$ cat src/verilog/led_dimming_params.svh
// What this block does
// - DC level at 0x07 scales channel peak current
// - DC level 0..255, resets to 0xff
// - Reset DC level gives full resistor current
// - DC level writes apply at once, no restart
// - DC level zero disconnects all six channels
// - Internal mode: 255-step duty from brightness
// - Ratio mode: internal frequency, product duty
// - Ratio mode selected after reset
// - Selected PWM chops all six channels together
// - Shut down about 30 ms after enable low
// - Mode at 0x01: 0x05, 0x03, 0x01
// - Brightness at 0x00, reset 0xff, zero off
`ifndef LED_DIMMING_PARAMS_SVH
`define LED_DIMMING_PARAMS_SVH

`define OFS_BRIGHTNESS 8'h00
`define OFS_MODE 8'h01
`define OFS_DC_LEVEL 8'h07

`define RST_BRIGHTNESS 8'hff
`define RST_MODE 8'h01
`define RST_DC_LEVEL 8'hff

`define MODE_INTERNAL 8'h05
`define MODE_EXTERNAL 8'h03
`define MODE_RATIO 8'h01

`define DUTY_FULL 8'hff
`define PWM_STEP_LAST 8'hfe

`define CLK_FREQ_HZ 40000000
`define SHDN_TIME_MS 30
`define SHDN_CYCLES (`SHDN_TIME_MS * (`CLK_FREQ_HZ / 1000))
`define PWM_PRESCALE 784
`define MEAS_CNT_W 18

`endif

$ cat src/verilog/led_dimming_pkg.sv
package led_dimming_pkg;
  typedef enum logic [1:0] {
    MEAS_IDLE = 2'b01,
    MEAS_DIV = 2'b10
  } meas_state_e;
  typedef logic [7:0] duty_t;
endpackage

$ cat src/verilog/pwm_meas_if.sv
`timescale 1ns/100ps
`default_nettype none
interface pwm_meas_if;
  logic level;
  led_dimming_pkg::duty_t duty;
  modport meas(input level, output duty);
  modport user(output level, input duty);
endinterface
`default_nettype wire

$ cat src/verilog/pwm_duty_meas.sv
`timescale 1ns/100ps
`default_nettype none
`include "led_dimming_params.svh"
module pwm_duty_meas #(
  parameter int CNT_W = `MEAS_CNT_W
) (
  input wire logic clk,
  input wire logic nrst,
  pwm_meas_if.meas m
);
  localparam int NUM_W = CNT_W + 8;
  localparam logic [CNT_W-1:0] CNT_MAX = {CNT_W{1'b1}};

  led_dimming_pkg::meas_state_e state_q, state_d;
  logic prev_q, prev_d;
  logic [CNT_W-1:0] per_q, per_d, hi_q, hi_d, den_q, den_d;
  logic [NUM_W-1:0] rem_q, rem_d;
  logic [2:0] bit_q, bit_d;
  logic [7:0] quot_q, quot_d, duty_q, duty_d;
  logic rise;
  logic [NUM_W-1:0] trial;

  assign rise = m.level & ~prev_q;
  assign m.duty = duty_q;

  // Period and high time, restoring divide high*255/period
  always_comb begin
    state_d = state_q;
    prev_d = m.level;
    per_d = per_q;
    hi_d = hi_q;
    den_d = den_q;
    rem_d = rem_q;
    bit_d = bit_q;
    quot_d = quot_q;
    duty_d = duty_q;
    trial = NUM_W'({8'h00, den_q} << bit_q);
    if (rise) begin
      per_d = CNT_W'(1);
      hi_d = CNT_W'(1);
    end else begin
      if (per_q != CNT_MAX) begin
        per_d = per_q + CNT_W'(1);
      end
      if (m.level && hi_q != CNT_MAX) begin
        hi_d = hi_q + CNT_W'(1);
      end
    end
    case (state_q)
      led_dimming_pkg::MEAS_IDLE: begin
        if (rise) begin
          den_d = per_q;
          rem_d = NUM_W'({hi_q, 8'h00} - {8'h00, hi_q});
          bit_d = 3'h7;
          quot_d = 8'h00;
          state_d = led_dimming_pkg::MEAS_DIV;
        end else if (per_q == CNT_MAX) begin
          duty_d = m.level ? `DUTY_FULL : 8'h00;
        end
      end
      led_dimming_pkg::MEAS_DIV: begin
        if (rem_q >= trial) begin
          rem_d = rem_q - trial;
          quot_d[bit_q] = 1'b1;
        end
        if (bit_q == 3'h0) begin
          duty_d = (rem_q >= trial) ? (quot_q | 8'h01) : quot_q;
          state_d = led_dimming_pkg::MEAS_IDLE;
        end else begin
          bit_d = bit_q - 3'h1;
        end
      end
      default: state_d = led_dimming_pkg::MEAS_IDLE;
    endcase
  end

  always_ff @(posedge clk or negedge nrst) begin
    if (!nrst) begin
      state_q <= led_dimming_pkg::MEAS_IDLE;
      prev_q <= 1'b0;
      per_q <= '0;
      hi_q <= '0;
      den_q <= '0;
      rem_q <= '0;
      bit_q <= 3'h0;
      quot_q <= 8'h00;
      duty_q <= 8'h00;
    end else begin
      state_q <= state_d;
      prev_q <= prev_d;
      per_q <= per_d;
      hi_q <= hi_d;
      den_q <= den_d;
      rem_q <= rem_d;
      bit_q <= bit_d;
      quot_q <= quot_d;
      duty_q <= duty_d;
    end
  end
endmodule
`default_nettype wire

$ cat src/verilog/led_dimming_control.sv
`timescale 1ns/100ps
`default_nettype none
`include "led_dimming_params.svh"
module led_dimming_control #(
  parameter int SHDN_CYCLES = `SHDN_CYCLES,
  parameter int PWM_PRESCALE = `PWM_PRESCALE,
  parameter int MEAS_CNT_W = `MEAS_CNT_W
) (
  input wire logic clk,
  input wire logic nrst,
  input wire logic reg_wr,
  input wire logic reg_rd,
  input wire logic [7:0] reg_addr,
  input wire logic [7:0] reg_wdata,
  output logic [7:0] reg_rdata,
  input wire logic external_pwm_duty,
  input wire logic enable_pin,
  output logic [5:0] channel_on,
  output logic [7:0] dc_current_level,
  output logic active
);
  localparam int PRE_W = $clog2(PWM_PRESCALE + 1);
  localparam int SHDN_W = $clog2(SHDN_CYCLES + 1);

  function automatic logic [7:0] div255(input logic [15:0] p);
    logic [16:0] s;
    s = 17'(p) + 17'(p[15:8]) + 17'h00001;
    return s[15:8];
  endfunction

  function automatic logic on_phase(input logic [7:0] step,
    input logic [7:0] duty);
    return step < duty;
  endfunction

  // Register file
  logic [7:0] bright_q, bright_d;
  logic [7:0] mode_q, mode_d;
  logic [7:0] dc_q, dc_d;
  // Read data
  logic [7:0] rdata_q, rdata_d;
  // Internal period counter
  logic [PRE_W-1:0] pre_q, pre_d;
  logic [7:0] step_q, step_d;
  // Enable shutdown timer
  logic [SHDN_W-1:0] shdn_q, shdn_d;
  logic active_q, active_d;
  // Channel drive
  logic [5:0] chan_q, chan_d;
  // Pin synchronisers
  logic pwm_s1_q, pwm_s2_q;
  logic pwm_s1_d, pwm_s2_d;
  logic en_s1_q, en_s2_q;
  logic en_s1_d, en_s2_d;
  // Selected source
  logic [7:0] duty_eff;
  logic chop;

  pwm_meas_if meas_bus();
  assign meas_bus.level = pwm_s2_q;

  pwm_duty_meas #(.CNT_W(MEAS_CNT_W)) u_meas (
    .clk(clk),
    .nrst(nrst),
    .m(meas_bus)
  );

  assign reg_rdata = rdata_q;
  assign dc_current_level = dc_q;
  assign channel_on = chan_q;
  assign active = active_q;

  // Registers
  always_comb begin
    bright_d = bright_q;
    mode_d = mode_q;
    dc_d = dc_q;
    if (reg_wr) begin
      case (reg_addr)
        `OFS_BRIGHTNESS: bright_d = reg_wdata;
        `OFS_MODE: mode_d = reg_wdata;
        `OFS_DC_LEVEL: dc_d = reg_wdata;
        default: ;
      endcase
    end
  end

  always_ff @(posedge clk or negedge nrst) begin
    if (!nrst) begin
      bright_q <= `RST_BRIGHTNESS;
      mode_q <= `RST_MODE;
      dc_q <= `RST_DC_LEVEL;
    end else begin
      bright_q <= bright_d;
      mode_q <= mode_d;
      dc_q <= dc_d;
    end
  end

  // Read data, held until the next read
  always_comb begin
    rdata_d = rdata_q;
    if (reg_rd) begin
      case (reg_addr)
        `OFS_BRIGHTNESS: rdata_d = bright_q;
        `OFS_MODE: rdata_d = mode_q;
        `OFS_DC_LEVEL: rdata_d = dc_q;
        default: rdata_d = 8'h00;
      endcase
    end
  end

  always_ff @(posedge clk or negedge nrst) begin
    if (!nrst) begin
      rdata_q <= 8'h00;
    end else begin
      rdata_q <= rdata_d;
    end
  end

  // Source selection and effective duty
  always_comb begin
    case (mode_q)
      `MODE_INTERNAL: begin
        duty_eff = bright_q;
        chop = on_phase(step_q, duty_eff);
      end
      `MODE_EXTERNAL: begin
        duty_eff = meas_bus.duty;
        chop = pwm_s2_q;
      end
      default: begin
        duty_eff = div255(16'(bright_q) * 16'(meas_bus.duty));
        chop = on_phase(step_q, duty_eff);
      end
    endcase
  end

  // Internal period counter
  always_comb begin
    pre_d = pre_q;
    step_d = step_q;
    if (pre_q == PRE_W'(PWM_PRESCALE - 1)) begin
      pre_d = '0;
      step_d = (step_q == `PWM_STEP_LAST) ? 8'h00 : step_q + 8'h01;
    end else begin
      pre_d = pre_q + PRE_W'(1);
    end
  end

  always_ff @(posedge clk or negedge nrst) begin
    if (!nrst) begin
      pre_q <= '0;
      step_q <= 8'h00;
    end else begin
      pre_q <= pre_d;
      step_q <= step_d;
    end
  end

  // Enable shutdown timer
  always_comb begin
    shdn_d = shdn_q;
    active_d = active_q;
    if (en_s2_q) begin
      shdn_d = '0;
      active_d = 1'b1;
    end else if (active_q) begin
      if (shdn_q == SHDN_W'(SHDN_CYCLES - 1)) begin
        active_d = 1'b0;
      end else begin
        shdn_d = shdn_q + SHDN_W'(1);
      end
    end
  end

  always_ff @(posedge clk or negedge nrst) begin
    if (!nrst) begin
      shdn_q <= '0;
      active_q <= 1'b0;
    end else begin
      shdn_q <= shdn_d;
      active_q <= active_d;
    end
  end

  // Channel drive
  always_comb begin
    if (active_q && chop && dc_q != 8'h00 && bright_q != 8'h00) begin
      chan_d = 6'h3f;
    end else begin
      chan_d = 6'h00;
    end
  end

  always_ff @(posedge clk or negedge nrst) begin
    if (!nrst) begin
      chan_q <= 6'h00;
    end else begin
      chan_q <= chan_d;
    end
  end

  // Pin synchronisers, two flops each
  always_comb begin
    pwm_s1_d = external_pwm_duty;
    pwm_s2_d = pwm_s1_q;
    en_s1_d = enable_pin;
    en_s2_d = en_s1_q;
  end

  always_ff @(posedge clk or negedge nrst) begin
    if (!nrst) begin
      pwm_s1_q <= 1'b0;
      pwm_s2_q <= 1'b0;
      en_s1_q <= 1'b0;
      en_s2_q <= 1'b0;
    end else begin
      pwm_s1_q <= pwm_s1_d;
      pwm_s2_q <= pwm_s2_d;
      en_s1_q <= en_s1_d;
      en_s2_q <= en_s2_d;
    end
  end
endmodule
`default_nettype wire

$ cat config.mk
export PLATFORM = sky130hd
export DESIGN_NAME = led_dimming_control
export DESIGN_NICKNAME = d
export VERILOG_FILES = /design/src/verilog/led_dimming_pkg.sv /design/src/verilog/pwm_meas_if.sv /design/src/verilog/pwm_duty_meas.sv /design/src/verilog/led_dimming_control.sv
export VERILOG_INCLUDE_DIRS = /design/src /design/src/verilog
export SDC_FILE = /design/constraint.sdc
export NUM_CORES = 1
export LEC_CHECK = 0
export ABC_AREA = 1
export BUFFER_PORTS_ARGS = -buffer_cell sky130_fd_sc_hd__clkbuf_2
export CORE_MARGIN = 4
export CORE_UTILIZATION = 65
export DETAILED_ROUTE_END_ITERATION = 10
export MAX_ROUTING_LAYER = met4
export PLACE_DENSITY = 0.83
export SKIP_CTS_REPAIR_TIMING = 1
export SYNTH_ARGS = -nofsm -noshare
export SYNTH_HDL_FRONTEND = slang
export SYNTH_HIERARCHICAL = 1
export SYNTH_SLANG_ARGS = --single-unit
$ cat constraint.sdc
create_clock -name clk -period 10.2 [get_ports clk]
set_clock_uncertainty 0.2 [all_clocks]
set_input_delay 0.51 -clock clk [delete_from_list [all_inputs] [get_ports clk]]
set_output_delay 0.51 -clock clk [all_outputs]
set_load 0.005 [all_outputs]
==> impl_metrics.json, run 1 <==
{
  "outcome": "complete, but fails checks",
  "violations_in_the_final_reports": "negative hold slack",
  "groute.usage.overall": 0.327,
  "number_of_antenna_violations_at_the_first_check_in_global_routing": 0,
  "critical_path.startpoint": "bright_q[2]$_DFFE_PN1P_",
  "die_area_sq_um": 26100,
  "synth.top_cells.by_area": "dfrtp_1, nand2_1, inv_1",
  "insertion_delay_ps": 450,
  "clock_net_sink_count": 179,
  "root_buffer": "clkbuf_16",
  "power.switching_w": 0.00139,
  "finalSetupViolCount": 0,
  "multi_input_area_sq_um": 9030,
  "synth.yosys.warnings": 6,
  "vias_per_cell": 5.60,
  "critical-path-max-stage-delay_ps": 670,
  "synthesis.area_per_instance_sq_um": 6.66,
  "syn-cell-area_sq_um": 15300,
  "seqPwrFrac": 0.307,
  "origin_of_the_critical_flop_to_flop_path": "bright_q[2]$_DFFE_PN1P_",
  "critPathTopFamily": "adder cells",
  "worstSetupEndpointType": "register",
  "worstPathArrival_ps": 6810,
  "final.fill_count": 2003,
  "finalMaxSlewViolations": 0,
  "post-route-drc-count": 0,
  "power_switching_share": 0.465,
  "route.antenna.remaining_nets": 0,
  "die_w_um": 162,
  "power.static_leakage_nw": 9.06,
  "synthesis.instances": 2302,
  "num_vias": 14700,
  "totalNegativeSetupSlack_ps": 0,
  "ys.flop_type": "dfrtp_1",
  "final_weighted_congestion_of_routability_driven_global_placement": 1.03,
  "num-nets-final": 2468,
  "top_cell_type_s_share_of_synthesized_area": 0.263,
  "grt_pass1_vias": 14200,
  "crit_required_ps": 10360,
  "worst-path-buf-inv": 4,
  "htreeDepth": 4,
  "grt_start_max_net_pins": 103,
  "clock_power_share": 0.229,
  "drt-initial-drc-count": 1300,
  "num_antenna_cells": 0,
  "comb_power_share": 0.464,
  "drt-wirelength-per-cell_um": 15.2,
  "core_region_area_sq_um": 22900,
  "number_of_endpoints_with_negative_hold_slack_in_the_final_report": 19,
  "ctsLongestPathBuffers": 2,
  "final_core_utilization": 0.713,
  "cts_tree": "done",
  "regArea_sq_um": 4500,
  "synth_edf_count": 0,
  "worst_path_max_delay_cell": "dfstp_2",
  "relSlewSlack": 0.308,
  "row_count": 55,
  "overall_die_height_um": 162,
  "grt.overflow.total": 0,
  "cp-start-kind": "register",
  "cts_buffers": 17,
  "asyncSetResetFlopFracSynth": 1.00,
  "fin_crit_ps": 6640,
  "yosys.area.top_type": "dfrtp_1",
  "synth_cell_types": 53,
  "sequential_element_share_of_the_synthesized_area": 0.294,
  "grt_first_pass_wirelength_um": 68400,
  "min_period_over_period": 0.651,
  "fin_hold_ws_ps": -44.3,
  "drive_above_1_share": 0.0689,
  "synth_fp_nets": 2461,
  "ys_top_cells_by_count": "nand2_1, inv_1, nor2_1, dfrtp_1, o21ai_0",
  "max_slew.worst_pin.slew_ps": 1030,
  "clkTransAtPathRegs_ps": 90,
  "critPathMaxFanout": 12,
  "synthMostInstantiatedCell": "nand2_1",
  "synthesis_stage_register_bit_count": 179,
  "internal_power_w": 0.00160,
  "port-buffer-count": 44,
  "worst_voltage_drop_across_the_vdd_grid_mv": 0.176,
  "drtPass1Iterations": 6,
  "initial_utilization": 0.669,
  "drt_wl_total_um": 40100,
  "boundary_pin_count": 45,
  "fmax_ghz": 0.151,
  "power_density_nw_per_um2": 183,
  "synthToLayoutAreaGrowth_pct": 6.54,
  "rsz0062_at_grt": "false",
  "critPathKind": "reg2reg",
  "worstHoldPathType": "in2async",
  "totalPowerFinal_w": 0.00300,
  "detailed_place_hpwl_um": 30800,
  "max_cap_violations": 0
}
==> final timing paths <==
check | to | slack, ps | cells after the start
worst min-delay path | shdn_q[13]$_DFFE_PN0P_ | -40 | 1
worst max-delay path | channel_on[4]$_DFF_PN0_ | 3560 | 30
worst max register to register | channel_on[4]$_DFF_PN0_ | 3560 | 30
max in group asynchronous | pre_q[7]$_DFF_PN0_ | 8310 | 2
worst min register to register | en_s2_q$_DFF_PN0_ | 150 | 0
min in group clk | dc_current_level[4]$_DFFE_PN1P_ | 100 | 3
==> logic make-up (layout without fill, tap and decap cells) <==
| logic type | after synthesis | in the layout | synth area share |
|---|---|---|---|
| muxes | 14 | 14 | 0.00979 |
| DFF | 179 | 179 | 0.294 |
| and+or+nand+nor | 1186 | 1186 | 0.326 |
| xor gates and xnor gates | 37 | 37 | 0.0216 |
| AOI/OAI and AO/OA | 284 | 284 | 0.101 |
| adders and majority gates | 137 | 137 | 0.130 |
| buffers and inverters | 465 | 485 | 0.118 |
==> flip-flops by register name, summed over array words and instances (netlist names), 2 cells and up <==
| register | count |
|---|---|
| pre_q | 10 |
| u_meas/state_q | 2 |
| step_q | 8 |
| dc_current_level | 8 |
| u_meas/hi_q | 18 |
| reg_rdata | 8 |
| u_meas/bit_q | 3 |
| u_meas/rem_q | 26 |
| u_meas/m.duty | 8 |
| u_meas/quot_q | 8 |
| u_meas/per_q | 18 |
| mode_q | 8 |
| shdn_q | 21 |
| u_meas/den_q | 18 |
| bright_q | 8 |
==> stage by stage <==
stage                     std cells  instance area, sq um  worst slack [ps]
after floorplan                2302                 15300              3860
after global placement         2601                 15700              3670
after detailed placement       2601                 15700              3610
after CTS                      2633                 16300              3570
after global routing           2635                 16300              2920
final                          2635                 16300              3560
==> final cells by class <==
cell class                      instances  area share
Sequential cell                       179       0.276
Timing Repair Buffer                   50      0.0169
Clock buffer                           17      0.0260
Clock inverter                         15      0.0123
Tap cell                              313      0.0240
Multi-Input combinational cell       1658       0.553
Inverter                              403      0.0927
==> power by group through the flow <==
stage	Combinational (W)	Clock [W]	Sequential [W]
after CTS	0.00136	0.000695	0.000915
after global routing	0.00160	0.000727	0.000932
after floorplan	0.00110	0	0.000863
after global placement	0.00132	0	0.000924
final	0.00139	0.000686	0.000919
after detailed placement	0.00135	0	0.000927
==> per-layer routing <==
metal  vias up  part of all wire  global-route usage
li1       7270                 -                   -
met1      6767              0.43               0.431
met2       616              0.46               0.520
met3        92             0.077              0.0459
met4         0             0.032               0.118
met5         -                 0                   -
==> layout by cell type (no fill, tap or decap), types with 6 or more instances in the layout <==
master,synthesis,routed
nand2_1,747,747
inv_1,398,398
nor2_1,174,173
dfrtp_1,161,161
o21ai_0,134,134
nand3_1,126,126
ha_1,100,100
a21oi_1,73,73
clkbuf_2,8,43
nor3_1,37,37
fa_1,37,37
nand4_1,36,36
xor2_1,27,27
o21ai_1,23,23
dfstp_2,18,18
clkbuf_16,0,17
nor4_1,13,13
nand2_2,10,10
a31oi_1,10,10
nand3_2,10,10
xnor2_1,9,9
nor2_2,7,8
mux2_2,8,8
o21a_1,7,7
o211ai_1,6,6
clkinv_8,0,6
mux2i_1,6,6
or2_2,6,6
Power figures use the tool's default switching activity.
==> run 2: changes to the inputs <==
ABC_AREA = 0   (was 1)
CORE_UTILIZATION = 64   (was 65)
PLACE_DENSITY = 0.82   (was 0.83)
clock period = 6.3 ns   (was 10.2 ns; I/O delays follow)
==> run 2 against run 1 <==
Net effect:
- largest power group unchanged
- sequential power grew 53%
- highest routed layer unchanged
- cell area down 0.97%
- clock power increased by 62%
- register-to-register slack lost 4100 ps
- the flow finishes with violations (negative setup slack)
- critical path depth down 2
- core utilization increased by 2.6 points
- die area down 5.1%
- non-clock buffer count grew 97
- global-route usage down 1.5 points
==> impl_metrics.json, run 2 <==
{
  "timing.reg2reg.worst_path_depth": 28,
  "worst_hold_path.num_cells": 2,
  "number_of_antenna_violations_at_the_first_check_in_global_routing": 0,
  "worstSetupEndpointType": "register",
  "synth_fp_nets": 1727,
  "sequential_element_share_of_the_synthesized_area": 0.315,
  "worstPathArrival_ps": 6960,
  "synth_cell_types": 104,
  "synth.yosys.warnings": 6,
  "worstHoldEndpoint": "reg_rdata[6]$_DFFE_PN0P_",
  "power_density_nw_per_um2": 264,
  "largest_reg_flops": 26,
  "regArea_sq_um": 4500,
  "worst_path_max_delay_cell": "fa_1",
  "synthMostInstantiatedCell": "nand2_1",
  "ys.flop_type": "dfrtp_1",
  "critPathMaxFanout": 7,
  "die_area_sq_um": 24800,
  "synthesis.area_per_instance_sq_um": 9.11,
  "max_slew.worst_pin.slew_ps": 1040,
  "min_period_over_period": 1.08,
  "synthesis.instances": 1568,
  "num_antenna_cells": 0,
  "syn-cell-area_sq_um": 14300,
  "ys_top_cells_by_count": "nand2_1, dfrtp_1, nor2_1, ha_1, inv_1",
  "detailed_place_hpwl_um": 27300,
  "regToRegEndpoint": "channel_on[4]$_DFF_PN0_",
  "port-buffer-count": 44,
  "root_buffer": "clkbuf_16",
  "detailedPlace.worstSlack_ps": -564,
  "reg2reg_setup_slack_ps": -510,
  "insertion_delay_ps": 440,
  "drtPass1Iterations": 6,
  "die_w_um": 157,
  "outcome": "complete, but fails checks",
  "post-route-drc-count": 0,
  "registers.top_by_ff_count": "u_meas/rem_q",
  "drive_above_1_share": 0.184,
  "detailroute.wirelength.met2_um": 18200,
  "core_region_area_sq_um": 21900,
  "num-nets-final": 1827,
  "top_signal_layer_used": "met4",
  "cp-start-kind": "register",
  "clock_net_sink_count": 179,
  "grt_start_max_net_pins": 113,
  "drt-initial-drc-count": 1020,
  "power.static_leakage_nw": 7.48,
  "crit_required_ps": 6450,
  "initial_utilization": 0.653,
  "max_cap_violations": 0,
  "final.fill_count": 1573,
  "wl_met1_um": 15600,
  "worst_voltage_drop_across_the_vdd_grid_mv": 0.237,
  "ctsLongestPathBuffers": 2,
  "num_vias": 12400,
  "route.antenna.remaining_nets": 0,
  "final.setup.worst_slack_ps": -505,
  "groute.usage.overall": 0.312,
  "synthToLayoutAreaGrowth_pct": 13.2,
  "rsz0062_at_grt": "true",
  "vias_per_cell": 6.35,
  "final_common_cell": "dfrtp_1",
  "timing.critical_path.mode_cell": "fa_1",
  "critical-path-max-stage-delay_ps": 560,
  "final_weighted_congestion_of_routability_driven_global_placement": 0.965,
  "origin_of_the_critical_flop_to_flop_path": "bright_q[3]$_DFFE_PN1P_",
  "asyncSetResetFlopFracSynth": 1.00,
  "totalPowerFinal_w": 0.00428,
  "violations_in_the_final_reports": "negative setup slack",
  "multi_input_area_sq_um": 9270,
  "cts_tree": "done",
  "finalMaxSlewViolations": 0,
  "clkTransAtPathRegs_ps": 80,
  "cts_buffers": 17,
  "largest_registers": "u_meas/rem_q (26), shdn_q (21)",
  "drt_wl_total_um": 37200,
  "synth_edf_count": 0,
  "synthesis_stage_register_bit_count": 179,
  "grt_pass1_vias": 12100,
  "boundary_pin_count": 45,
  "hold_path.startpoint": "reg_rd",
  "row_count": 54,
  "worstHoldPathType": "in2reg",
  "synth.top_cells.by_area": "dfrtp_1, ha_1, fa_1",
  "top_cell_type_s_share_of_synthesized_area": 0.282,
  "critPathKind": "reg2reg",
  "yosys.area.top_type": "dfrtp_1",
  "met3RoutedLength_um": 1980,
  "htreeDepth": 4,
  "relSlewSlack": 0.296,
  "fmax_ghz": 0.147,
  "drt-wirelength-per-cell_um": 19.0,
  "grt_first_pass_wirelength_um": 60600,
  "number_of_endpoints_with_negative_hold_slack_in_the_final_report": 0,
  "finalSetupViolCount": 1,
  "layout_common_cells": "dfrtp_1, nand2_1, nor2_1, inv_1, ha_1",
  "overall_die_height_um": 157,
  "grt.overflow.total": 0,
  "fin_crit_ps": 6810
}
-- run 2: changes by cell type in the layout (fill, tap and decap cells not counted), moves of 19 or more --
cell / delta
mux2_2: +28
buf_4: +87
and3_1: +19
nand2_1: -589
o21ai_0: -59
nand3_1: -85
nor2_1: -60
and2_1: +63
a21o_1: +22
xnor2_1: +47
mux2i_1: +19
inv_1: -300
-- run 2: critical path: cells and delay by family (launching register included) --
| family | cells | cell delay, ps |
|---|---|---|
| compound gates | 10 | 1980 |
| xor+xnor | 1 | 190 |
| fa+ha+maj | 7 | 2850 |
| buf+inv | 5 | 560 |
| flops | 1 | 420 |
| simple gates | 5 | 510 |
-- run 2: kinds of logic after synthesis --
family,share of synthesized area
flops,0.315
fa+ha+maj,0.139
xor+xnor,0.0623
compound gates,0.168
mux,0.0622
simple gates,0.205
buf+inv,0.0478
-- run 2: per-stage QoR --
stage | utilization | setup TNS (ps) | cells | instance area, sq um | hold WS [ps]
3_5_place_dp | 0.700 | -564 | 1910 | 15300 | 137
5_1_grt | 0.739 | -898 | 1961 | 16200 | 4.84
6_report | 0.739 | -505 | 1961 | 16200 | 21.7
3_3_place_gp | 0.700 | -428 | 1910 | 15300 | 132
2_1_floorplan | - | -313 | 1568 | 14500 | -181
4_1_cts | 0.728 | -635 | 1942 | 15900 | -239
-- run 2: where the power goes --
group          internal (W)  leakage, nW  switching, W
clock network      0.000556        0.306      0.000558
logic              0.000719         4.86       0.00103
registers           0.00128         2.31      0.000134
total               0.00255         7.48       0.00172
-- run 2: worst max-delay path by stage --
| stage | startpoint | endpoint | slack [ps] | cells past startpoint |
|---|---|---|---|---|
| 3_5_place_dp | bright_q[1]$_DFFE_PN1P_ | channel_on[4]$_DFF_PN0_ | -560 | 28 |
| 5_1_grt | bright_q[4]$_DFFE_PN1P_ | channel_on[4]$_DFF_PN0_ | -900 | 28 |
| 4_1_cts | bright_q[1]$_DFFE_PN1P_ | channel_on[4]$_DFF_PN0_ | -640 | 28 |
| 6_report | bright_q[3]$_DFFE_PN1P_ | channel_on[4]$_DFF_PN0_ | -510 | 28 |
| 3_3_place_gp | bright_q[1]$_DFFE_PN1P_ | channel_on[4]$_DFF_PN0_ | -430 | 28 |
| 2_1_floorplan | bright_q[2]$_DFFE_PN1P_ | channel_on[4]$_DFF_PN0_ | -310 | 30 |
-- run 2: routing by layer --
metal,vias to the layer above,global-route usage
li1,5842,-
met1,6063,0.398
met2,441,0.510
met3,100,0.0443
met4,0,0.110
met5,-,-
-- run 2: final cells by class --
cell class                      instances  share of cell area
Clock buffer                           17              0.0263
Timing Repair Buffer                  147              0.0644
Tap cell                              280              0.0217
Sequential cell                       179               0.278
Multi-Input combinational cell       1220               0.573
Clock inverter                         15              0.0126
Inverter                              103              0.0239
